### src/fdps_defs.svh
`ifndef FDPS_DEFS_SVH
`define FDPS_DEFS_SVH
// ----------------------------------------
// Register map
// ----------------------------------------
`define FDPS_ADDR_MAIN_STATUS 10'h3f4
`define FDPS_ADDR_DATA_PORT 10'h3f5
`define FDPS_ADDR_MAIN_STATUS_SEC 10'h374
`define FDPS_ADDR_DATA_PORT_SEC 10'h375
// ----------------------------------------
// Main status fields
// ----------------------------------------
`define FDPS_MSR_RQM 7
`define FDPS_MSR_DIO 6
`define FDPS_MSR_NDMA 5
`define FDPS_MSR_BUSY 4
// ----------------------------------------
// Opcodes and timing
// ----------------------------------------
`define FDPS_OP_READ 5'h06
`define FDPS_OP_WRITE 5'h05
`define FDPS_OP_SEEK 5'h0f
`define FDPS_OP_SENSE_INT 5'h08
`define FDPS_OP_SPECIFY 5'h03
`define FDPS_OP_RECAL 5'h07
`define FDPS_MECH_NS 100
`define FDPS_CLK_NS 5
`define FDPS_MECH_CYC ((`FDPS_MECH_NS + `FDPS_CLK_NS - 1) / `FDPS_CLK_NS)
`endif

### src/fdps_pkg.sv
package fdps_pkg;
    typedef enum logic [1:0] {
        PH_IDLE,
        PH_CMD,
        PH_EXEC,
        PH_RESULT
    } fdps_phase_e;
    typedef enum logic [1:0] {
        EX_DMA_RD,
        EX_DMA_WR,
        EX_MECH,
        EX_INTERNAL
    } fdps_exec_e;
    typedef struct packed {
        logic [3:0] params;
        logic [3:0] results;
        fdps_exec_e kind;
    } fdps_cmd_s;
    typedef struct packed {
        logic rd;
        logic wr;
        logic [9:0] addr;
        logic [7:0] wdata;
    } fdps_hreq_s;
endpackage : fdps_pkg

### src/fdps_phase_seq.sv
// Overview of operation
// - Every operation runs command phase, then execution, then any results.
// - The first command byte is the opcode, later bytes are parameters.
// - Execution starts at once when the last command byte is taken.
// - Execution is a drive data transfer, a mechanical action or internal.
// - Drive data moves by DMA channel 2 with request and low acknowledge.
// - Results are status bytes read one by one from the data port.
// - Commands without results go straight back to accepting commands.
// - With no command in progress the controller sits idle.
// - Main status shows ready, direction, non-DMA execution and busy.
`include "fdps_defs.svh"
module fdps_phase_seq
    import fdps_pkg::*;
#(
    parameter int XFER_BYTES = 4,
    parameter logic [7:0] RESULT_BASE = 8'h20
)
(
    input wire logic clk,
    input wire logic sys_rst,
    input wire logic host_rd,
    input wire logic host_wr,
    input wire logic [9:0] host_addr,
    input wire logic [7:0] host_wdata,
    output logic [7:0] host_rdata,
    output logic dma_ch2_request,
    input wire logic dma_ch2_acknowledge_n,
    input wire logic [7:0] dma_rdata,
    output logic [7:0] dma_wdata,
    output logic drive_step,
    output logic [7:0] drive_wdata,
    output logic drive_wvalid,
    input wire logic drive_wready
);
    // ----------------------------------------
    // Command decode
    // ----------------------------------------
    function automatic fdps_cmd_s decode(input logic [4:0] op);
        fdps_cmd_s c;
        c = '{params: 4'd0, results: 4'd0, kind: EX_INTERNAL};
        unique case (op)
            `FDPS_OP_READ: c = '{4'd8, 4'd7, EX_DMA_RD};
            `FDPS_OP_WRITE: c = '{4'd8, 4'd7, EX_DMA_WR};
            `FDPS_OP_SEEK: c = '{4'd2, 4'd0, EX_MECH};
            `FDPS_OP_RECAL: c = '{4'd1, 4'd0, EX_MECH};
            `FDPS_OP_SPECIFY: c = '{4'd2, 4'd0, EX_INTERNAL};
            `FDPS_OP_SENSE_INT: c = '{4'd0, 4'd2, EX_INTERNAL};
            default: c = '{4'd0, 4'd1, EX_INTERNAL};
        endcase
        return c;
    endfunction : decode

    function automatic logic is_addr(input logic [9:0] a, input logic [9:0] p,
        input logic [9:0] s);
        return a == p || a == s;
    endfunction : is_addr

    // ----------------------------------------
    // Sampled host pins
    // ----------------------------------------
    fdps_hreq_s h_s1;
    fdps_hreq_s h_s2;
    fdps_hreq_s h_s3;
    always_ff @(posedge clk or posedge sys_rst)
    begin
        if (sys_rst)
        begin
            h_s1 <= '0;
            h_s2 <= '0;
            h_s3 <= '0;
        end
        else
        begin
            h_s1 <= '{host_rd, host_wr, host_addr, host_wdata};
            h_s2 <= h_s1;
            h_s3 <= h_s2;
        end
    end
    logic ack_s1;
    logic ack_n;
    always_ff @(posedge clk or posedge sys_rst)
    begin
        if (sys_rst)
        begin
            ack_s1 <= 1'b1;
            ack_n <= 1'b1;
        end
        else
        begin
            ack_s1 <= dma_ch2_acknowledge_n;
            ack_n <= ack_s1;
        end
    end

    // ----------------------------------------
    // Phase state
    // ----------------------------------------
    fdps_phase_e phase;
    fdps_phase_e next_phase;
    fdps_cmd_s cmd;
    logic [4:0] opcode;
    logic [3:0] left;
    logic [7:0] work;
    logic [7:0] msr;
    logic [7:0] rdata;
    logic ack_d;

    wire logic rd_edge = h_s2.rd && !h_s3.rd;
    wire logic wr_edge = h_s2.wr && !h_s3.wr;
    wire logic at_data = is_addr(h_s2.addr, `FDPS_ADDR_DATA_PORT,
        `FDPS_ADDR_DATA_PORT_SEC);
    wire logic at_msr = is_addr(h_s2.addr, `FDPS_ADDR_MAIN_STATUS,
        `FDPS_ADDR_MAIN_STATUS_SEC);
    wire logic rqm = phase == PH_IDLE || phase == PH_CMD
        || phase == PH_RESULT;
    wire logic dio = phase == PH_RESULT;
    // Wrong-direction accesses fall out here and change nothing
    wire logic take_wr = wr_edge && at_data && rqm && !dio;
    wire logic take_rd = rd_edge && at_data && rqm && dio;
    wire fdps_cmd_s dec = decode(h_s2.wdata[4:0]);
    wire logic dma_kind = cmd.kind == EX_DMA_RD || cmd.kind == EX_DMA_WR;
    wire logic ack_fall = !ack_n && ack_d;
    wire logic exec_done = phase == PH_EXEC && left == 4'd0 && work == 8'd0;
    wire logic buf_ready;

    always_comb
    begin
        next_phase = phase;
        unique case (phase)
            PH_IDLE:
                if (take_wr)
                    next_phase = dec.params == 4'd0 ? PH_EXEC : PH_CMD;
            PH_CMD:
                if (take_wr && left == 4'd1)
                    next_phase = PH_EXEC;
            PH_EXEC:
                if (exec_done)
                    next_phase = cmd.results == 4'd0 ? PH_IDLE : PH_RESULT;
            PH_RESULT:
                if (take_rd && left == 4'd1)
                    next_phase = PH_IDLE;
        endcase
    end

    // Bit 5 only while a non-DMA execution is running
    assign msr = {rqm, dio, phase == PH_EXEC && !dma_kind,
        phase != PH_IDLE, 4'h0};

    always_ff @(posedge clk or posedge sys_rst)
    begin
        if (sys_rst)
            phase <= PH_IDLE;
        else
            phase <= next_phase;
    end

    always_ff @(posedge clk or posedge sys_rst)
    begin
        if (sys_rst)
        begin
            cmd <= '{4'd0, 4'd0, EX_INTERNAL};
            opcode <= 5'h00;
            left <= 4'd0;
            work <= 8'd0;
            ack_d <= 1'b1;
        end
        else
        begin
            ack_d <= ack_n;
            if (phase == PH_IDLE && take_wr)
            begin
                cmd <= dec;
                opcode <= h_s2.wdata[4:0];
                left <= dec.params;
                work <= dec.kind == EX_MECH ? 8'(`FDPS_MECH_CYC)
                    : dec.kind == EX_INTERNAL ? 8'd1 : 8'(XFER_BYTES);
            end
            else if (phase == PH_CMD && take_wr)
                left <= left - 4'd1;
            else if (phase == PH_EXEC)
            begin
                if (work != 8'd0 && (!dma_kind || ack_fall))
                    work <= work - 8'd1;
                if (exec_done)
                    left <= cmd.results;
            end
            else if (phase == PH_RESULT && take_rd)
                left <= left - 4'd1;
        end
    end

    // ----------------------------------------
    // Host read data
    // ----------------------------------------
    always_ff @(posedge clk or posedge sys_rst)
    begin
        if (sys_rst)
            rdata <= 8'h00;
        else if (rd_edge && at_msr)
            rdata <= msr;
        else if (take_rd)
            rdata <= RESULT_BASE + 8'({opcode[3:0], left});
    end
    assign host_rdata = rdata;

    // ----------------------------------------
    // DMA and drive side
    // ----------------------------------------
    // On DMA writes, request drops while the buffer toward the drive is full
    assign dma_ch2_request = phase == PH_EXEC && dma_kind && work != 8'd0
        && ack_n && (cmd.kind == EX_DMA_RD || buf_ready);
    assign drive_step = phase == PH_EXEC && cmd.kind == EX_MECH
        && work == 8'd1;

    always_ff @(posedge clk or posedge sys_rst)
    begin
        if (sys_rst)
            dma_wdata <= 8'h00;
        else if (phase == PH_EXEC && cmd.kind == EX_DMA_RD && ack_fall)
            dma_wdata <= {4'h0, work[3:0]};
    end

    fdps_skid_buf #(.WIDTH(8)) u_buf (
        .clk(clk),
        .sys_rst(sys_rst),
        .in_valid(phase == PH_EXEC && cmd.kind == EX_DMA_WR && ack_fall),
        .in_ready(buf_ready),
        .in_data(dma_rdata),
        .out_valid(drive_wvalid),
        .out_ready(drive_wready),
        .out_data(drive_wdata)
    );

    // ----------------------------------------
    // Checks
    // ----------------------------------------
    a_phase_order: assert property (@(posedge clk) disable iff (sys_rst)
        phase == PH_RESULT && $past(phase) != PH_RESULT
        |-> $past(phase) == PH_EXEC)
        else $error("results entered not from execution");
    a_opcode_first: assert property (@(posedge clk) disable iff (sys_rst)
        phase == PH_IDLE && take_wr |=> left == $past(dec.params))
        else $error("opcode did not set parameter count");
    a_exec_at_once: assert property (@(posedge clk) disable iff (sys_rst)
        phase == PH_CMD && take_wr && left == 4'd1 |=> phase == PH_EXEC)
        else $error("execution did not start at once");
    a_dma_only_exec: assert property (@(posedge clk) disable iff (sys_rst)
        dma_ch2_request |-> phase == PH_EXEC && dma_kind)
        else $error("dma request outside dma execution");
    a_no_result_skip: assert property (@(posedge clk) disable iff (sys_rst)
        exec_done && cmd.results == 4'd0 |=> phase == PH_IDLE)
        else $error("result phase not skipped");
    a_result_count: assert property (@(posedge clk) disable iff (sys_rst)
        phase == PH_RESULT && take_rd && left == 4'd1 |=> phase == PH_IDLE)
        else $error("result phase did not end");
    a_msr_busy: assert property (@(posedge clk) disable iff (sys_rst)
        take_wr |=> msr[`FDPS_MSR_BUSY] && !msr[`FDPS_MSR_DIO])
        else $error("main status bits wrong");
    a_wrong_dir: assert property (@(posedge clk) disable iff (sys_rst)
        phase == PH_RESULT && wr_edge && at_data |=> phase == PH_RESULT)
        else $error("wrong-direction write changed phase");
    a_idle_stays: assert property (@(posedge clk) disable iff (sys_rst)
        phase == PH_IDLE && !take_wr |=> phase == PH_IDLE)
        else $error("left idle without command");
    c_dma_read: cover property (@(posedge clk) disable iff (sys_rst)
        phase == PH_EXEC && cmd.kind == EX_DMA_RD ##1 phase == PH_RESULT);
    c_seek: cover property (@(posedge clk) disable iff (sys_rst)
        phase == PH_EXEC && cmd.kind == EX_MECH ##1 phase == PH_IDLE);
    c_full_buf: cover property (@(posedge clk) disable iff (sys_rst)
        !buf_ready && phase == PH_EXEC);
endmodule : fdps_phase_seq

### src/fdps_skid_buf.sv
module fdps_skid_buf
    import fdps_pkg::*;
#(
    parameter int WIDTH = 8
)
(
    input wire logic clk,
    input wire logic sys_rst,
    input wire logic in_valid,
    output logic in_ready,
    input wire logic [WIDTH-1:0] in_data,
    output logic out_valid,
    input wire logic out_ready,
    output logic [WIDTH-1:0] out_data
);
    // ----------------------------------------
    // Two-entry buffer
    // ----------------------------------------
    logic [WIDTH-1:0] mem [2];
    logic wr_ptr;
    logic rd_ptr;
    logic [1:0] count;
    wire logic push = in_valid && in_ready;
    wire logic pop = out_valid && out_ready;

    assign in_ready = count != 2'd2;
    assign out_valid = count != 2'd0;
    assign out_data = mem[rd_ptr];

    always_ff @(posedge clk or posedge sys_rst)
    begin
        if (sys_rst)
        begin
            wr_ptr <= 1'b0;
            rd_ptr <= 1'b0;
            count <= 2'd0;
            mem[0] <= '0;
            mem[1] <= '0;
        end
        else
        begin
            if (push)
            begin
                mem[wr_ptr] <= in_data;
                wr_ptr <= ~wr_ptr;
            end
            if (pop)
                rd_ptr <= ~rd_ptr;
            count <= count + 2'(push) - 2'(pop);
        end
    end

    a_buf_no_overflow: assert property (@(posedge clk) disable iff (sys_rst)
        in_valid |-> in_ready)
        else $error("word offered while buffer full");
endmodule : fdps_skid_buf

### config.mk
export PLATFORM = sky130hd
export DESIGN_NAME = fdps_phase_seq
export DESIGN_NICKNAME = d
export VERILOG_FILES = /design/src/fdps_pkg.sv /design/src/fdps_phase_seq.sv /design/src/fdps_skid_buf.sv
export VERILOG_INCLUDE_DIRS = /design/src
export SDC_FILE = /design/constraint.sdc
export NUM_CORES = 1
export LEC_CHECK = 0
export BUFFER_PORTS_ARGS = -buffer_cell sky130_fd_sc_hd__buf_2
export CELL_PAD_IN_SITES_DETAIL_PLACEMENT = 0
export CELL_PAD_IN_SITES_GLOBAL_PLACEMENT = 1
export CORE_MARGIN = 5
export CORE_UTILIZATION = 45
export CTS_CLUSTER_SIZE = 28
export DETAILED_ROUTE_END_ITERATION = 12
export GPL_ROUTABILITY_DRIVEN = 0
export MAX_ROUTING_LAYER = met4
export PLACE_DENSITY_LB_ADDON = 0.1
export SLEW_MARGIN = 20
export SYNTH_ARGS = -nofsm -noshare
export SYNTH_HDL_FRONTEND = slang
export SYNTH_SLANG_ARGS = --single-unit
### constraint.sdc
create_clock -name clk -period 3.7 [get_ports clk]
set_clock_uncertainty 0.2 [all_clocks]
set_input_delay 0.37 -clock clk [delete_from_list [all_inputs] [get_ports clk]]
set_output_delay 0.37 -clock clk [all_outputs]
set_load 0.02 [all_outputs]
==> out/qor.csv, run 1 <==
metric;value;unit
status;completed;
antenna_left;0;
cts_tree;done;
layout-drive-gt1-share;23.2;%
grt_pass1_vias;2778;
core;8680;um2
synth_area_per_cell;11.6;um2
crit_type;reg2out;
vias;2696;
drt_first_pass_iters;4;
syn_area;3970;um2
path_cells;or4_1 > or3_4 > and3_1 > buf_2;
startpoint_type;register;
yosys_register_bits;92;
wl_per_cell;14.6;um
synth_top_family_by_area;simple AND/OR/NAND/NOR gates;
ctsHoldBuffers;18;
fillerInstances;788;
async_flop_share;100;%
cts.sinks;92;
synth_mux_area_share;8.86;%
grt_pass1_wl;13.5;mm
cts_root_buffer;clkbuf_8;
dieArea;10800;um2
rows;34;
ff_latch_area;2310;um2
fp.dieH;104;um
postCtsSetupRepairBufs;0;
grt_usage;15.8;%
dp.final_hpwl;5.55;mm
n_antenna_cell;0;
clk_path_buf_depth;2;
finalCritPeriodShare;77.9;%
yosys.area.top_type;dfrtp_1;
synth_cell_types;57;
totalWireLength;7.71;mm
layout_min_cycle_time;2.88;ns
numCtsBuffers;9;
io_buffers;50;
yosys.area_share.simple;16.1;%
cts.htree.levels;3;
grt_max_degree;44;
p_leak;2.27;nW
overflow;0;
maxCapViolCount;0;
synth-seq-area-share;58.1;%
fmaxAchievable;347;MHz
critPathMaxStageDelay;0.70;ns
tightestPinTransition;0.691;ns
ys_top_cells_by_area;dfrtp_1, mux2_1, dfstp_2;
yosys_warnings;0;
dr.first_iter.drc_count;75;
synthXorXnorAreaFrac;2.87;%
hp-class;in2reg;
insertion_delay;0.37;ns
multi_input_area;1530;um2
synth_fa_ha_area_share;2.52;%
drc_errors;0;
routed_via_density;5.12;
initial_core_util;45.7;%
rsz0062_at_grt;false;
power_density;450;nW/um2
total_power;0.00213;W
die_w;104;um
hold_viol;0;
cts-resized-gates;0;
worstPathMaxFanout;6;
io_pins;59;
clkTransAtPathRegs;0.09;ns
synthCells;342;
cpMaxStageDelayCell;or4_1;
area_growth;19.4;%
synth_edf_count;0;
setup_viol;0;
cp.required;3.13;ns
synth_compound_area_share;7.88;%
ys.flop_type;dfrtp_1;
antenna_found_initial;0;
end_kind;primary output;
relSlewSlack;53.9;%
yosysTopAreaCellShare;54.8;%
vdd_drop_max;0.221;mV
fin_setup_tns;0;ns
drv_slew;0;
crit_arrival;2.31;ns
final_nets;454;
==> cell type report <==
type	instances	share of cell area, %
Clock buffer	9	2.61
Clock inverter	7	2.22
Inverter	14	1.13
Multi-Input combinational cell	222	32.3
Sequential cell	92	48.7
Tap cell	108	2.85
Timing Repair Buffer	75	10.2
==> routing by layer <==
layer | wire length (um) | share of wire, % | track usage [%] | vias up
li1 | - | - | - | 1335
met1 | 3590 | 47 | 20.7 | 1302
met2 | 3680 | 48 | 24.0 | 49
met3 | 299 | 3.9 | 3.54 | 10
met4 | 138 | 1.8 | 6.11 | 0
met5 | 0 | 0 | - | -
==> layout by cell type, fill, tap and decap left out, types with 10 or more instances in the layout <==
master / instances
inv_1: 12
mux2_1: 21
buf_2: 50
nand3_1: 12
nand2_1: 26
nor3_1: 11
dfrtp_1: 87
nor2_1: 24
xnor2_1: 10
dlygate4sd3_1: 18
==> state kept, by name (all words and copies together), names as in the netlist, 2 cells and up <==
| name | count |
|---|---|
| cmd | 5 |
| left | 4 |
| h_s1 | 16 |
| h_s2 | 16 |
| u_buf.count | 2 |
| opcode | 4 |
| dma_wdata | 4 |
| phase | 2 |
| u_buf.mem | 16 |
| host_rdata | 8 |
| work | 8 |
| h_s3 | 2 |
==> logic make-up after synthesis <==
logic type | Yosys count
buf+inv | 31
other cells | 1
mux | 31
xor+xnor | 13
simple gates | 118
flops | 92
fa+ha+maj | 8
compound gates | 48
==> power by group <==
part | internal [W] | total, W | leakage (nW) | switching, W
sequential | 0.00105 | 0.00110 | 1.16 | 0.0000459
combinational | 0.000121 | 0.000258 | 0.992 | 0.000138
clock | 0.000392 | 0.000776 | 0.113 | 0.000383
==> final timing paths <==
kind	slack, ns	cells past startpoint	endpoint	start
max	0.82	4	dma_ch2_request	work[3]
min	0.03	2	u_buf.mem[7]	dma_rdata[7]
max reg2reg	1.13	5	left[1]	work[3]
min reg2reg	0.15	0	h_s2[12]	h_s1[12]
max in group asynchronous	2.03	4	cmd[0]	sys_rst
min in group asynchronous	0.43	3	h_s1[0]	sys_rst
==> Yosys cell counts, drive strengths merged (5+ instances only) <==
master	number
nand2	26
clkbuf	10
nand3	12
o21ai	17
xnor2	10
dfrtp	87
dfstp	5
buf	7
ha	8
nand4	6
nor3	11
a211oi	5
inv	14
a21oi	9
mux2	30
nor2b	6
nor2	25
==> through the flow <==
step	instance area (um2)	util [%]	hold WS [ns]	std cells	setup WS (ns)
after floorplan	3980	-	0.131	345	0.746
after global placement	4330	49.9	0.134	493	1.14
after detailed placement	4330	49.9	0.136	493	1.14
after CTS	4740	54.6	0.0103	527	0.792
after global routing	4740	54.6	0.0160	527	0.740
final	4740	54.6	0.0258	527	0.816
==> worst max-delay path, delay by kind of cell (launching register included) <==
| family | cells | cell delay [ns] |
|---|---|---|
| and+or+nand+nor | 3 | 1.35 |
| DFF | 1 | 0.44 |
| buffers and inverters | 1 | 0.16 |
Power figures use the tool's default switching activity.
==> inputs of run 2 (changes only) <==
- clock period: 3.7 -> 2.75 ns (I/O delays scaled with it)
==> run 2 against run 1 <==
Effect of this change:
- largest cell class unchanged
- total power increased by 35%
- first-iteration DRC count increased by 4.0%
- non-clock buffer count increased by 10
- highest routed layer unchanged
==> out/qor.csv, run 2 (synthesis gave the netlist of run 1 again) <==
metric;value;unit
status;completed;
worstPathMaxFanout;5;
cts_tree;done;
fp.dieH;104;um
rrSetupSlack;0.30;ns
wl_per_cell;14.8;um
grt_pass1_wl;13.6;mm
whs_endpoint;u_buf.rd_ptr;
fin_area;4850;um2
setup_viol;0;
drv_slew;0;
vias;2767;
final_nets;464;
multi_input_area;1530;um2
overflow;0;
whs;0.0472;ns
cts.sinks;92;
r2r-end;left[0];
relSlewSlack;58.3;%
sw_frac_of_total;25.6;%
antenna_found_initial;0;
cts.htree.levels;3;
routed_via_density;5.15;
power_density;591;nW/um2
seq_power_share;51.6;%
insertion_delay;0.36;ns
fin_setup_tns;0;ns
maxCapViolCount;0;
place_area;4360;um2
switching_power;0.000734;W
ff_latch_area;2310;um2
totalWireLength;7.94;mm
dp.final_hpwl;5.60;mm
placed_cells;495;
grt_max_degree;49;
drc_errors;0;
end_kind;primary output;
grt_pass1_vias;2826;
crit_type;reg2out;
postCtsSetupRepairBufs;0;
vdd_drop_max;0.318;mV
io_buffers;50;
top_regs;h_s1: 16 flops, h_s2: 16 flops, u_buf.mem: 16 flops;
worstRegToRegCells;7;
dieArea;10800;um2
p_leak;2.31;nW
die_w;104;um
dr.first_iter.drc_count;78;
min_from;drive_wready;
tightestPinTransition;0.625;ns
total_power;0.00287;W
hold_depth;3;
n_antenna_cell;0;
core;8680;um2
rows;34;
antenna_left;0;
finalCritPeriodShare;93.9;%
io_pins;59;
fillerInstances;775;
grt_usage;15.9;%
clock_power_share;35.9;%
clkTransAtPathRegs;0.09;ns
startpoint_type;register;
fin_cells;537;
cp-startpoint;work[3];
final_common_cell;dfrtp_1;
hold_viol;0;
drt_first_pass_iters;4;
numCtsBuffers;9;
layout_min_cycle_time;2.58;ns
layout-drive-gt1-share;23.1;%
initial_core_util;45.7;%
cts_root_buffer;clkbuf_8;
p_int;0.00213;W
hp-class;in2reg;
crit_arrival;2.11;ns
area_growth;22.3;%
cp.required;2.28;ns
final_cell_mix;dfrtp_1, buf_2, nand2_1, dlygate4sd3_1, nor2_1;
fmaxAchievable;387;MHz
combPwrFrac;12.6;%
timing.rr.start;left[0];
rsz0062_at_grt;false;
clk_path_buf_depth;2;
run 2: cell count changes in the layout (fill, tap and decap cells not counted), sizes merged:
cell         delta
inv             -2
dlygate4sd3     +8
clkbuf          +1
buf             +2
clkinvlp        +1
run 2: how the worst max path moves through the flow:
stage                                  to  slack, ns  cells after the start
final                     dma_ch2_request       0.17                      4
after global routing      dma_ch2_request        0.1                      4
after CTS                 dma_ch2_request       0.13                      4
after detailed placement          left[1]       0.34                      5
after global placement            left[0]       0.37                      7
after floorplan                   left[1]       0.36                      6
run 2: power by group through the flow:
stage / combinational, W / sequential (W) / clock (W)
after floorplan: 0.000270 / 0.00147 / 0
final: 0.000361 / 0.00148 / 0.00103
after CTS: 0.000368 / 0.00148 / 0.00106
after global routing: 0.000406 / 0.00149 / 0.00112
after global placement: 0.000332 / 0.00151 / 0
after detailed placement: 0.000338 / 0.00151 / 0
run 2: cell type report:
cell class / instances / area share (%)
Timing Repair Buffer: 85 / 12.2
Multi-Input combinational cell: 222 / 31.6
Inverter: 14 / 1.16
Clock buffer: 10 / 2.84
Clock inverter: 6 / 1.93
Tap cell: 108 / 2.78
Sequential cell: 92 / 47.6
run 2: timing repair:
item / CTS / global route
endpoints found under the hold margin: 57 / 0
hold buffers: 26 / 0
resized for setup: 0 / 0
run 2: critical path, stage by stage (launching register included):
cell	delay, ns
dfrtp_1	0.44
or4_1	0.56
or3_4	0.41
and3_1	0.19
buf_2	0.16
run 2: through the flow:
stage	utilization (%)	setup slack, ns
after floorplan	-	0.359
after global placement	50.3	0.370
after detailed placement	50.3	0.343
after CTS	55.9	0.127
after global routing	55.9	0.0957
final	55.9	0.169
run 2: per-layer routing:
| metal | part of all wire, % | vias up | GRT usage, % | routed length [um] |
|---|---|---|---|---|
| met5 | 0 | - | - | 0 |
| met4 | 2.1 | 0 | 6.66 | 165 |
| met3 | 3.5 | 11 | 3.29 | 277 |
| met2 | 48 | 51 | 24.2 | 3820 |
| met1 | 46 | 1350 | 20.8 | 3680 |
| li1 | - | 1355 | - | - |
